### src/dss_pkg.sv
// shared constants and carrier types for the drive status block
package dss_pkg;
   // ----------------------------------------
   // clock and timing
   // ----------------------------------------
   localparam int CLK_KHZ = 25000;
   localparam int SPINUP_MS = 480;
   localparam int SPINUP_CYC = CLK_KHZ * SPINUP_MS;
   localparam int READY_LIMIT_MS = 500;
   localparam int READY_LIMIT_CYC = CLK_KHZ * READY_LIMIT_MS;
   localparam int READY_DROP_NS = 300000;
   localparam int READY_DROP_CYC = READY_DROP_NS / 40;
   localparam int PWR_RST_US = 350;
   localparam int PWR_RST_CYC = (CLK_KHZ * PWR_RST_US) / 1000;
   localparam int SELECT_VALID_NS = 500;
   localparam int SELECT_VALID_CYC = SELECT_VALID_NS / 40;
   localparam int CNT_W = 24;
   localparam int SYNC_W = 10;
   // ----------------------------------------
   // reset values
   // ----------------------------------------
   localparam logic SWAPPED_RST = 1'b1;
   // host lines idle high, sensors and supply flags low
   localparam logic [SYNC_W-1:0] SYNC_RST = 10'h0F0;
   // ----------------------------------------
   // types
   // ----------------------------------------
   typedef struct packed {
      logic present;
      logic inhibit_open;
      logic hd_hole;
      logic rev_sensor;
   } dss_sense_t;
   typedef struct packed {
      logic unit_select_n;
      logic spindle_request_n;
      logic head_step_pulse_n;
      logic write_gate_n;
   } dss_host_t;
   typedef enum logic [1:0] {
      SP_IDLE = 2'b00,
      SP_SPINUP = 2'b01,
      SP_WAIT_MARK = 2'b10,
      SP_READY = 2'b11
   } dss_spin_t;
endpackage

### src/dss_drive_status.sv
// drive status, protection, ready and spindle supervision logic
`timescale 1ns/100ps
// Summary of operation
// - media_locked shown while inhibit opening uncovered; writing refused then.
// - media_swapped set at power-up and whenever the medium is removed.
// - media_swapped clears on a selected step once a medium is present.
// - ready needs power, medium, 480 ms spindle request and a revolution mark.
// - ready rises within 500 ms of spindle start.
// - ready drops within 0.3 ms of spindle request going away.
// - density mode follows the high-density opening of the medium.
// - read pulses within 350 ns or 700 ns of nominal position.
// - writing blocked while supply is low during power transitions.
// - no writing unless the write gate is asserted.
// - internal power-up reset finishes within 350 us.
// - stand-by while spindle stopped and head idle.
// - stand-by never delays or restricts a host command.
// - front indicator lit exactly while selected and ready.
// - spindle runs on request, never without a medium.
// - interface signals are active low unless stated otherwise.
// - outputs valid within 0.5 us of unit select.
// - one revolution mark pulse per turn of the medium; the code gives REVOLUTION_MARK_N only while selected and ready.
module dss_drive_status
   import dss_pkg::*;
#(
   parameter int SPINUP_CYCLES = SPINUP_CYC,
   parameter int PWR_RST_CYCLES = PWR_RST_CYC
) (
   input wire logic CORE_CLK,
   input wire logic SYS_RST,
   input wire dss_host_t HOST_IN,
   input wire dss_sense_t MEDIA_SENSE,
   input wire logic SUPPLY_LOW,
   input wire logic HEAD_BUSY,
   output logic MEDIA_LOCKED_N,
   output logic MEDIA_SWAPPED_N,
   output logic READY_N,
   output logic REVOLUTION_MARK_N,
   output logic DENSITY_INDICATOR,
   output logic HIGH_DENSITY_MODE,
   output logic WRITE_ENABLE,
   output logic SPINDLE_RUN,
   output logic FRONT_INDICATOR,
   output logic STANDBY
);
   if (SPINUP_CYCLES < 1 || SPINUP_CYCLES >= (1 << CNT_W)) begin : g_bad_spinup
      $error("SPINUP_CYCLES out of range");
   end
   if (PWR_RST_CYCLES < 1 || PWR_RST_CYCLES >= (1 << CNT_W)) begin : g_bad_init
      $error("PWR_RST_CYCLES out of range");
   end
   // ----------------------------------------
   // input synchronisers
   // ----------------------------------------
   logic [SYNC_W-1:0] meta_r;
   logic [SYNC_W-1:0] sync_r;
   always_ff @(posedge CORE_CLK or posedge SYS_RST) begin
      if (SYS_RST) begin
         meta_r <= SYNC_RST;
         sync_r <= SYNC_RST;
      end else begin
         meta_r <= {SUPPLY_LOW, HEAD_BUSY, HOST_IN, MEDIA_SENSE};
         sync_r <= meta_r;
      end
   end
   logic supply_low;
   logic head_busy;
   dss_host_t host;
   dss_sense_t sense;
   assign {supply_low, head_busy, host, sense} = sync_r;
   // active-low interface decoded once here
   logic selected;
   logic spin_req;
   logic step_lvl;
   logic gate;
   assign selected = ~host.unit_select_n;
   assign spin_req = ~host.spindle_request_n;
   assign step_lvl = ~host.head_step_pulse_n;
   assign gate = ~host.write_gate_n;
   // ----------------------------------------
   // state
   // ----------------------------------------
   dss_spin_t spin_r, spin_nxt;
   logic [CNT_W-1:0] cnt_r, cnt_nxt;
   logic [CNT_W-1:0] init_r, init_nxt;
   logic init_done_r, init_done_nxt;
   logic swapped_r, swapped_nxt;
   logic step_d_r, rev_d_r;
   logic mark_seen_r, mark_seen_nxt;
   logic ready_int;
   logic spin_run;
   logic step_edge;
   logic rev_edge;
   logic write_ok;
   logic locked_nxt, swapped_o_nxt, ready_o_nxt, mark_o_nxt;
   assign step_edge = step_lvl & ~step_d_r;
   assign rev_edge = sense.rev_sensor & ~rev_d_r;
   assign spin_run = spin_req & sense.present;
   assign ready_int = (spin_nxt == SP_READY);
   always_comb begin
      init_nxt = init_r;
      init_done_nxt = init_done_r;
      // power-up reset window; ends after PWR_RST_CYCLES cycles, right at the 350 us limit
      if (!init_done_r) begin
         if (init_r == CNT_W'(PWR_RST_CYCLES - 1)) begin
            init_done_nxt = 1'b1;
         end else begin
            init_nxt = init_r + 1'b1;
         end
      end
      // media swap latch: removal set wins, a selected step clears, otherwise holds
      swapped_nxt = swapped_r;
      if (!sense.present) begin
         swapped_nxt = 1'b1;
      end else if (selected && step_edge) begin
         swapped_nxt = 1'b0;
      end
      // spindle / ready sequencing
      spin_nxt = spin_r;
      cnt_nxt = cnt_r;
      if (!spin_run || !init_done_r) begin
         spin_nxt = SP_IDLE;
         cnt_nxt = '0;
      end else begin
         case (spin_r)
            SP_IDLE: begin
               spin_nxt = SP_SPINUP;
               cnt_nxt = '0;
            end
            SP_SPINUP: begin
               if (cnt_r == CNT_W'(SPINUP_CYCLES - 1)) begin
                  // a mark seen during spin-up lets ready come at once
                  if (mark_seen_r || rev_edge) begin
                     spin_nxt = SP_READY;
                  end else begin
                     spin_nxt = SP_WAIT_MARK;
                  end
               end else begin
                  cnt_nxt = cnt_r + 1'b1;
               end
            end
            SP_WAIT_MARK: begin
               if (rev_edge) begin
                  spin_nxt = SP_READY;
               end
            end
            SP_READY: spin_nxt = SP_READY;
            default: spin_nxt = SP_IDLE;
         endcase
      end
      write_ok = gate & selected & ~sense.inhibit_open & ~supply_low & init_done_r;
      // outputs only meaningful while selected
      locked_nxt = ~(selected & sense.present & sense.inhibit_open);
      swapped_o_nxt = ~(selected & swapped_nxt);
      ready_o_nxt = ~(selected & ready_int);
      mark_o_nxt = ~(selected & ready_int & rev_edge);
   end
   // mark seen during spin-up kept in a separate flag
   always_comb begin
      mark_seen_nxt = mark_seen_r;
      if (spin_r == SP_IDLE || !spin_run) begin
         mark_seen_nxt = 1'b0;
      end else if (rev_edge) begin
         mark_seen_nxt = 1'b1;
      end
   end
   logic ready_r;
   always_ff @(posedge CORE_CLK or posedge SYS_RST) begin
      if (SYS_RST) begin
         spin_r <= SP_IDLE;
         cnt_r <= '0;
         init_r <= '0;
         init_done_r <= 1'b0;
         swapped_r <= SWAPPED_RST;
         step_d_r <= 1'b0;
         rev_d_r <= 1'b0;
         mark_seen_r <= 1'b0;
         ready_r <= 1'b0;
         MEDIA_LOCKED_N <= 1'b1;
         MEDIA_SWAPPED_N <= 1'b1;
         READY_N <= 1'b1;
         REVOLUTION_MARK_N <= 1'b1;
         DENSITY_INDICATOR <= 1'b1;
         HIGH_DENSITY_MODE <= 1'b1;
         WRITE_ENABLE <= 1'b0;
         SPINDLE_RUN <= 1'b0;
         FRONT_INDICATOR <= 1'b0;
         STANDBY <= 1'b1;
      end else begin
         spin_r <= spin_nxt;
         cnt_r <= cnt_nxt;
         init_r <= init_nxt;
         init_done_r <= init_done_nxt;
         swapped_r <= swapped_nxt;
         step_d_r <= step_lvl;
         rev_d_r <= sense.rev_sensor;
         mark_seen_r <= mark_seen_nxt;
         ready_r <= ready_int;
         MEDIA_LOCKED_N <= locked_nxt;
         MEDIA_SWAPPED_N <= swapped_o_nxt;
         READY_N <= ready_o_nxt;
         REVOLUTION_MARK_N <= mark_o_nxt;
         DENSITY_INDICATOR <= sense.hd_hole | ~sense.present;
         // read cell window downstream follows this mode
         HIGH_DENSITY_MODE <= sense.hd_hole | ~sense.present;
         WRITE_ENABLE <= write_ok;
         SPINDLE_RUN <= spin_run;
         FRONT_INDICATOR <= selected & ready_int;
         // stand-by gates only power, never the command path
         STANDBY <= ~spin_run & ~head_busy;
      end
   end
endmodule

### config.mk
export PLATFORM = sky130hd
export DESIGN_NAME = dss_drive_status
export DESIGN_NICKNAME = d
export VERILOG_FILES = /design/src/dss_pkg.sv /design/src/dss_drive_status.sv
export SDC_FILE = /design/constraint.sdc
export NUM_CORES = 1
export LEC_CHECK = 0
export ABC_CLOCK_PERIOD_IN_PS = 7100
export BUFFER_PORTS_ARGS = -buffer_cell sky130_fd_sc_hd__buf_4
export CORE_MARGIN = 2
export CORE_UTILIZATION = 60
export CTS_CLUSTER_DIAMETER = 150
export CTS_CLUSTER_SIZE = 24
export DETAILED_ROUTE_END_ITERATION = 6
export PLACE_DENSITY = 0.89
export SLEW_MARGIN = 10
export SYNTH_ARGS = -nofsm -noshare
export SYNTH_HDL_FRONTEND = slang
export SYNTH_SLANG_ARGS = --single-unit
### constraint.sdc
create_clock -name CORE_CLK -period 7.1 [get_ports CORE_CLK]
set_input_delay 0.355 -clock CORE_CLK [delete_from_list [all_inputs] [get_ports CORE_CLK]]
set_output_delay 0.355 -clock CORE_CLK [all_outputs]
set_load 0.1 [all_outputs]
==> flow_summary.toml, run 1 <==
[synthesis]
post-synth-top-count-cell = "dfrtp_1"
synthDistinctLibCells = 44
synth_common_cells = "dfrtp_1, nand2_1, nand3_1"
netlist.top_cell.by_area = "dfrtp_1"
syn_avg_cell_area_um2 = 11.4
synth_edf_count = 0
syn-cell-area_mm2 = 0.00353
syn-num-nets = 325
ys_dominant_reg_cell = "dfrtp_1"
synth_area_leaders = "dfrtp_1, dfstp_2, xnor2_1, nand3_1, nand2_1"
async_reset_ff_share_pct = 100
synth.top_cell.area_share_pct = 48.9
seq_area_frac_synth_pct = 60.1
syn_inst = 310
yosysWarnings = 0
ys_ff_latch = 84

[cells_and_area]
fill_cells = 383
drive_gt1_share_pct = 17.5
finish.utilization_pct = 70.1
final_area_mm2 = 0.00393
nets = 352
seqCellArea_mm2 = 0.00212
final_cells = 414
n_antenna_cell = 0
multi_input_area_mm2 = 0.00134
area_growth_pct = 11.5

[die]
die_h_um = 80.7
dieArea_mm2 = 0.00651
start_util_pct = 62.9
fp.coreArea_mm2 = 0.00561
rows = 27
die_w_um = 80.7
io_pins = 22

[setup_path]
critPathMaxStageDelay_ns = 0.56
cp.buffers_inverters = 0
worstPathRequired_ns = 7.38
cp-start-kind = "register"
crit_slowest_cell = "or4b_1"
worst-setup-path-type = "register to register"
r2r_setup_slack_ns = 4.75
worst-path-max-fanout = 11
setup.worst_path.end_class = "register"
arrival_ns = 2.63
crit_start = "cnt_r[8]"
rr_startpoint = "cnt_r[8]"
crit_chain = "or4b_1, nor4_2, nor4b_4, o21ai_2, or3_1"
crit_family = "simple AND/OR/NAND/NOR gates"

[route]
dr.pass1.iters = 4
drt-initial-drc-count = 163
wl_per_cell_um = 15.9
ant_nets = 0
avgViaCountPerCell = 5.84
route.detailed.drc = 0
route.vias.total = 2417
wl_um = 6600

[sta]
tightestPinTransition_ns = 1.01
worst_slack_ns = 4.75
setup-tns-final_ns = 0
maxSlewViolCount = 0
rsz0062_at_grt = "false"
min_period_ns = 2.35
relSlewSlack_pct = 32.7
final-hold-violation-count = 0
whs_ns = 0.108
fin_skew_ns = 0.00778
setup_viol = 0
clock.fmax_mhz = 426
timing.final.crit_share_pct = 33.1

[placement]
dp_hpwl_um = 4490
dp_cells = 398
place_area_mm2 = 0.00375
io_buffer_count = 21
gp_congestion = 0.865
dp_slack_ns = 4.77

[grt]
grt_pass1_wl_um = 11200
first_global_vias = 2433
overflow = 0
antenna_found_initial = 0
grtUsageTotal_pct = 22.9
grt_max_degree = 85

[power]
power.leakage_nw = 1.64
vdd_drop_max_mv = 0.200
power_density_mw_per_mm2 = 214
p_total_mw = 0.841

[clock_network]
cts_resized = 0
clockBufferDepth = 2
clock_latency_ns = 0.35
hold_buffers = 0
cts_tree = "yes"
h-tree-depth = 3
cts_buffers = 9
path_clk_slew_ns = 0.09
cts_sinks = 84
ctsRootBufferMaster = "clkbuf_8"
post-cts-setup-buffer-count = 0

[hold_path]
min_path_type = "input pin to register"
min_from = "HOST_IN[0]"

[run]
maxCapViolCount = 0

[status]
status = "finished, final reports clean"
-- cells by family after synthesis --
family / Yosys count / synth area share, %
simple gates: 148 / 23.7
flops: 84 / 60.1
xor+xnor: 34 / 8.44
compound gates: 22 / 3.86
buf+inv: 16 / 2.02
mux: 3 / 0.851
fa+ha+maj: 3 / 1.06
-- registers in the layout (all words and copies together) (netlist names) --
name	flops
READY_N	1
MEDIA_SWAPPED_N	1
MEDIA_LOCKED_N	1
spin_r	2
step_d_r	1
cnt_r	24
SPINDLE_RUN	1
FRONT_INDICATOR	1
HIGH_DENSITY_MODE	1
rev_d_r	1
mark_seen_r	1
STANDBY	1
REVOLUTION_MARK_N	1
init_done_r	1
init_r	24
WRITE_ENABLE	1
sync_r	10
meta_r	10
swapped_r	1
-- power by group --
group,internal (mW),switching (mW),leakage [nW],total [mW]
clock network,0.140,0.175,0.0974,0.315
registers,0.489,0.00347,1.07,0.493
logic,0.00790,0.0260,0.469,0.0339
total,0.637,0.204,1.64,0.841
-- metal layers --
layer / GRT usage (%) / wire (um) / vias up
li1: - / - / 1152
met1: 28.4 / 2840 / 1192
met2: 39.4 / 3410 / 62
met3: 4.61 / 255 / 11
met4: 8.64 / 100 / 0
met5: 0 / 0 / -
-- worst reg2reg max path, cell delays in order, from the launching register on --
cell and delay, ns:
dfrtp_1 0.44, or4b_1 0.56, nor4_2 0.30, nor4b_4 0.53
o21ai_2 0.13, or3_1 0.32
-- layout by cell type, fill, tap and decap left out, drive strengths merged, types with 4 or more instances in the layout --
cell / n
buf: 22
clkinv: 4
dfrtp: 69
clkbuf: 10
nand2: 32
and4: 6
nor3: 10
xnor2: 24
or4: 7
nor4: 6
or3: 6
dfstp: 15
inv: 12
a31oi: 4
a21oi: 5
nand2b: 4
nor2: 20
o21ai: 6
xor2: 10
nand3: 25
nand4: 9
-- final cells by class --
type / instances / share of cell area (%)
clock inverter: 6 / 1.15
clock buffer: 10 / 3.50
multi-input combinational: 210 / 34.0
tap: 72 / 2.29
inverter: 10 / 0.986
timing repair buffer: 22 / 4.20
sequential: 84 / 53.9
-- worst paths after layout --
check	end	cells past startpoint
worst max-delay path	READY_N	5
worst min-delay path	meta_r[4]	1
worst max register to register	READY_N	5
worst min register to register	sync_r[9]	0
max in group asynchronous	cnt_r[12]	3
min in group asynchronous	sync_r[8]	3
No activity file was read; power rests on OpenSTA's default activity.
==> run 2, diff against run 1 <==
ABC_CLOCK_PERIOD_IN_PS = 2200   (was 7100)
clock period = 2.2 ns   (was 7.1 ns; I/O delays follow)
==> run 2 against run 1 <==
Against the previous run: first-iteration DRC count is 4.3% higher; worst hold slack improved by 0.25 ns; cell count increased by 5.1%; setup slack worse by 4.7 ns; clock-buffer cell count did not move; register-to-register slack worse by 4.7 ns; power rose to 3.3 times the previous value; sequential share of layout area fell by 2.8 points.
==> flow_summary.toml, run 2 (synthesized netlist as in run 1, its figures left out) <==
[run]
maxCapViolCount = 0

[route]
dr.pass1.iters = 7
route.vias.total = 2624
route.detailed.drc = 0
drt-initial-drc-count = 170
wl_um = 7780
avgViaCountPerCell = 6.03
ant_nets = 0
wl_per_cell_um = 17.9

[die]
die_w_um = 80.7
start_util_pct = 62.9
io_pins = 22
die_h_um = 80.7
rows = 27
dieArea_mm2 = 0.00651
fp.coreArea_mm2 = 0.00561

[clock_network]
cts_buffers = 9
ctsRootBufferMaster = "clkbuf_8"
clock_latency_ns = 0.36
clockBufferDepth = 2
h-tree-depth = 3
cts_tree = "yes"
cts_sinks = 84
path_clk_slew_ns = 0.09

[hold_path]
min_path_type = "register to register"
hold_depth = 0

[power]
p_total_mw = 2.77
clkPwrFrac_pct = 37.7
power_frac_comb_pct = 4.8
power.leakage_nw = 1.75
power_density_mw_per_mm2 = 667
switchingPower_mw = 0.696
vdd_drop_max_mv = 0.632
p_sw_share_pct = 25.2
p_int_mw = 2.07
p_seq_share_pct = 57.5

[sta]
tightestPinTransition_ns = 0.701
maxSlewViolCount = 0
fin_skew_ns = 0.0144
min_period_ns = 2.12
relSlewSlack_pct = 53.2
setup-tns-final_ns = 0
worst_slack_ns = 0.0834
setup_viol = 0
timing.final.crit_share_pct = 96.2
clock.fmax_mhz = 472
final-hold-violation-count = 0
rsz0062_at_grt = "false"

[cells_and_area]
final_common_cell = "dfrtp_1"
n_antenna_cell = 0
area_growth_pct = 17.6
nets = 373
top_regs = "cnt_r: 24 flops, init_r: 24 flops"
layout_common_cells = "dfrtp_1, nand2_1, buf_4, nand3_1, xnor2_1"
final_cells = 435
drive_gt1_share_pct = 19.8

[setup_path]
cp.buffers_inverters = 0
critical_path_depth = 5
critPathMaxStageDelay_ns = 0.63
crit_slowest_cell = "or4_1"
worst-setup-path-type = "register to register"
arrival_ns = 2.41
crit_chain = "nor4b_1, nand3_1, or4_1, nand2b_1, mux2i_1"
reg2reg_depth = 5
cp-start-kind = "register"
worst-path-max-fanout = 6
setup.worst_path.end_class = "register"
crit_family = "simple AND/OR/NAND/NOR gates"
worstPathRequired_ns = 2.49

[placement]
dp_cells = 406
io_buffer_count = 21
dp_slack_ns = 0.0490
dp_hpwl_um = 4520
gp_congestion = 0.861

[status]
status = "finished, final reports clean"

[grt]
overflow = 0
grt_max_degree = 39
grt_pass1_wl_um = 12800
antenna_found_initial = 0
first_global_vias = 2657
grtUsageTotal_pct = 26.8
==> run 2: changes by cell type in the layout (fill, tap and decap cells not counted) <==
cell           previous run  this run
dlygate4sd3_1             0        11
buf_4                    22        30
clkinvlp_4                0         3
clkinv_2                  3         1
a211oi_1                  1         0
a211oi_2                  0         1
buf_12                    0         1
buf_2                     0         1
clkinv_4                  1         0
nor4_2                    1         0
nor4_4                    0         1
or4b_1                    1         0
or4b_4                    0         1
==> run 2: final cells by class <==
| type | count | area, um2 |
|---|---|---|
| clock buffer | 10 | 138 |
| clock inverter | 6 | 46.3 |
| fill | 347 | 1460 |
| inverter | 10 | 41.3 |
| multi-input combinational | 210 | 1350 |
| sequential | 84 | 2120 |
| tap | 72 | 90.1 |
| timing repair buffer | 43 | 360 |
==> run 2: final timing paths <==
check | startpoint | endpoint | slack (ns)
min reg2reg | meta_r[9] | sync_r[9] | 0.36
max | init_r[4] | init_r[1] | 0.08
max reg2reg | init_r[4] | init_r[1] | 0.08
min | meta_r[9] | sync_r[9] | 0.36
min in group asynchronous | SYS_RST | WRITE_ENABLE | 0.42
max in group asynchronous | SYS_RST | REVOLUTION_MARK_N | 1.07
==> run 2: routing by layer <==
layer  wire length (um)  vias to the layer above  track usage (%)
met5                  0                        -                0
met4                242                        0             13.1
met3                455                       26             7.30
met2               4030                      104             43.6
met1               3050                     1299             33.1
li1                   -                     1195                -
==> run 2: per-stage QoR <==
stage	instance area (um2)	hold slack [ns]	utilization, %
after global routing	4150	0.361	74.0
after global placement	3830	0.218	68.2
final	4150	0.355	74.0
after floorplan	3530	0.114	-
after detailed placement	3830	0.219	68.2
after CTS	4120	0.358	73.5
==> run 2: power groups by stage <==
stage / clock network [mW] / logic, mW / registers [mW]
detailed placement: 0 / 0.116 / 1.62
global placement: 0 / 0.113 / 1.62
global route: 1.13 / 0.144 / 1.60
CTS: 1.05 / 0.132 / 1.59
finish: 1.04 / 0.133 / 1.59
floorplan: 0 / 0.0387 / 1.65
==> run 2: what timing repair did <==
| item | 4_1_cts | 5_1_grt |
|---|---|---|
| setup endpoints to repair | 0 | 6 |
| resized for setup | 0 | 4 |
| hold buffers | 11 | 0 |
| setup buffers | 0 | 1 |
| hold endpoints to repair | 33 | 0 |
==> run 3, diff against run 2 <==
CORE_UTILIZATION = 55   (was 60)
PLACE_DENSITY = 0.83   (was 0.89)
==> run 3 against run 2 <==
Against the previous run: critical path depth increased by 1; routed wire length decreased by 9.0%; combinational power about the same; fmax increased by 3.7%; critical path type unchanged; critical endpoint is now cnt_r[2].
==> flow_summary.toml, run 3 (synthesized netlist as in run 1, its figures left out) <==
[status]
status = "finished, final reports clean"

[placement]
place_area_mm2 = 0.00386
gp_congestion = 0.862
dp_hpwl_um = 4510
io_buffer_count = 21
dp_cells = 413

[route]
wl_per_cell_um = 16.0
avgViaCountPerCell = 5.74
route.vias.total = 2535
route.detailed.drc = 0
dr.pass1.iters = 5
ant_nets = 0
drt-initial-drc-count = 162
wl_um = 7080

[clock_network]
path_clk_slew_ns = 0.09
clock_latency_ns = 0.35
cts_sinks = 84
cts_buffers = 9
cts_tree = "yes"
h-tree-depth = 3
clockBufferDepth = 2
ctsRootBufferMaster = "clkbuf_8"

[cells_and_area]
nets = 375
final_cells = 442
top_regs = "cnt_r: 24 flops, init_r: 24 flops"
n_antenna_cell = 0
drive_gt1_share_pct = 20.5
fill_cells = 451
area_growth_pct = 19.3
layout_common_cells = "dfrtp_1, nand2_1, buf_4, nand3_1, xnor2_1"
final_area_mm2 = 0.00421
final_common_cell = "dfrtp_1"

[sta]
setup_viol = 0
min_period_ns = 2.04
maxSlewViolCount = 0
relSlewSlack_pct = 43.6
final-hold-violation-count = 0
setup-tns-final_ns = 0
timing.final.crit_share_pct = 92.8
fin_skew_ns = 0.00965
clock.fmax_mhz = 490
tightestPinTransition_ns = 0.844
rsz0062_at_grt = "false"

[setup_path]
worstPathRequired_ns = 2.47
rr_startpoint = "cnt_r[8]"
crit_slowest_cell = "or4b_4"
arrival_ns = 2.31
crit_chain = "or4b_4, nor4_4, nor4b_4, buf_4, inv_2, a211oi_1"
setup.worst_path.end_class = "register"
reg2reg_depth = 6
critPathMaxStageDelay_ns = 0.56
worst-path-max-fanout = 6
cp-start-kind = "register"
cp.buffers_inverters = 2
crit_family = "simple AND/OR/NAND/NOR gates"
crit_start = "cnt_r[8]"
endpoint = "cnt_r[2]"
critical_path_depth = 6
worst-setup-path-type = "register to register"
crit-reg2reg-capture = "cnt_r[2]"
r2r_setup_slack_ns = 0.16

[hold_path]
min_from = "meta_r[0]"
hold_depth = 0
min_path_type = "register to register"

[grt]
grt_pass1_wl_um = 12300
overflow = 0
first_global_vias = 2666
antenna_found_initial = 0
grt_max_degree = 38
grtUsageTotal_pct = 22.2

[power]
power.leakage_nw = 1.78
vdd_drop_max_mv = 0.658
power_density_mw_per_mm2 = 680
p_total_mw = 2.86

[die]
die_h_um = 84.1
io_pins = 22
rows = 29
start_util_pct = 56.2
die_w_um = 84.1
fp.coreArea_mm2 = 0.00628
dieArea_mm2 = 0.00707

[run]
maxCapViolCount = 0
[run 3: how the worst min path moves through the flow]
stage / endpoint
detailed placement: meta_r[5]
CTS: sync_r[2]
global route: sync_r[6]
finish: sync_r[0]
global placement: meta_r[4]
floorplan: meta_r[4]
[run 3: metal layers]
metal	share of wire (%)	vias up	track usage [%]	wire length [um]
met5	0	-	0	0
met3	4.7	11	6.92	332
met2	53	66	37.4	3720
li1	-	1198	-	-
met1	41	1260	26.9	2940
met4	1.2	0	8.06	88
[run 3: area by class of cell]
cell class                      instances  area (um2)  area share, %
Clock buffer                            9         124           2.94
Multi-Input combinational cell        210        1360           32.2
Clock inverter                          7        80.1           1.90
Sequential cell                        84        2120           50.4
Inverter                               10        41.3          0.981
Tap cell                               77        96.3           2.29
Timing Repair Buffer                   45         390           9.27
[run 3: where the power goes]
part	internal [mW]	switching (mW)	total, mW
Sequential	1.58	0.0110	1.59
Combinational	0.0457	0.0906	0.136
Clock	0.543	0.592	1.13
[run 3: metrics by stage]
stage          utilization [%]  hold slack [ns]  worst slack (ns)
2_1_floorplan                -            0.114             0.163
3_3_place_gp              61.5            0.219             0.109
3_5_place_dp              61.5            0.220           -0.0172
4_1_cts                   66.6            0.355           0.00448
5_1_grt                   67.1            0.364            0.0329
6_report                  67.1            0.357             0.159
[run 3: what timing repair did]
item / in CTS / in global routing
endpoints found under the hold margin: 45 / 0
setup endpoints to repair: 4 / 10
buffers inserted: 1 / 1
pin swaps: 0 / 1
resized for setup: 0 / 4
hold buffers: 11 / 0
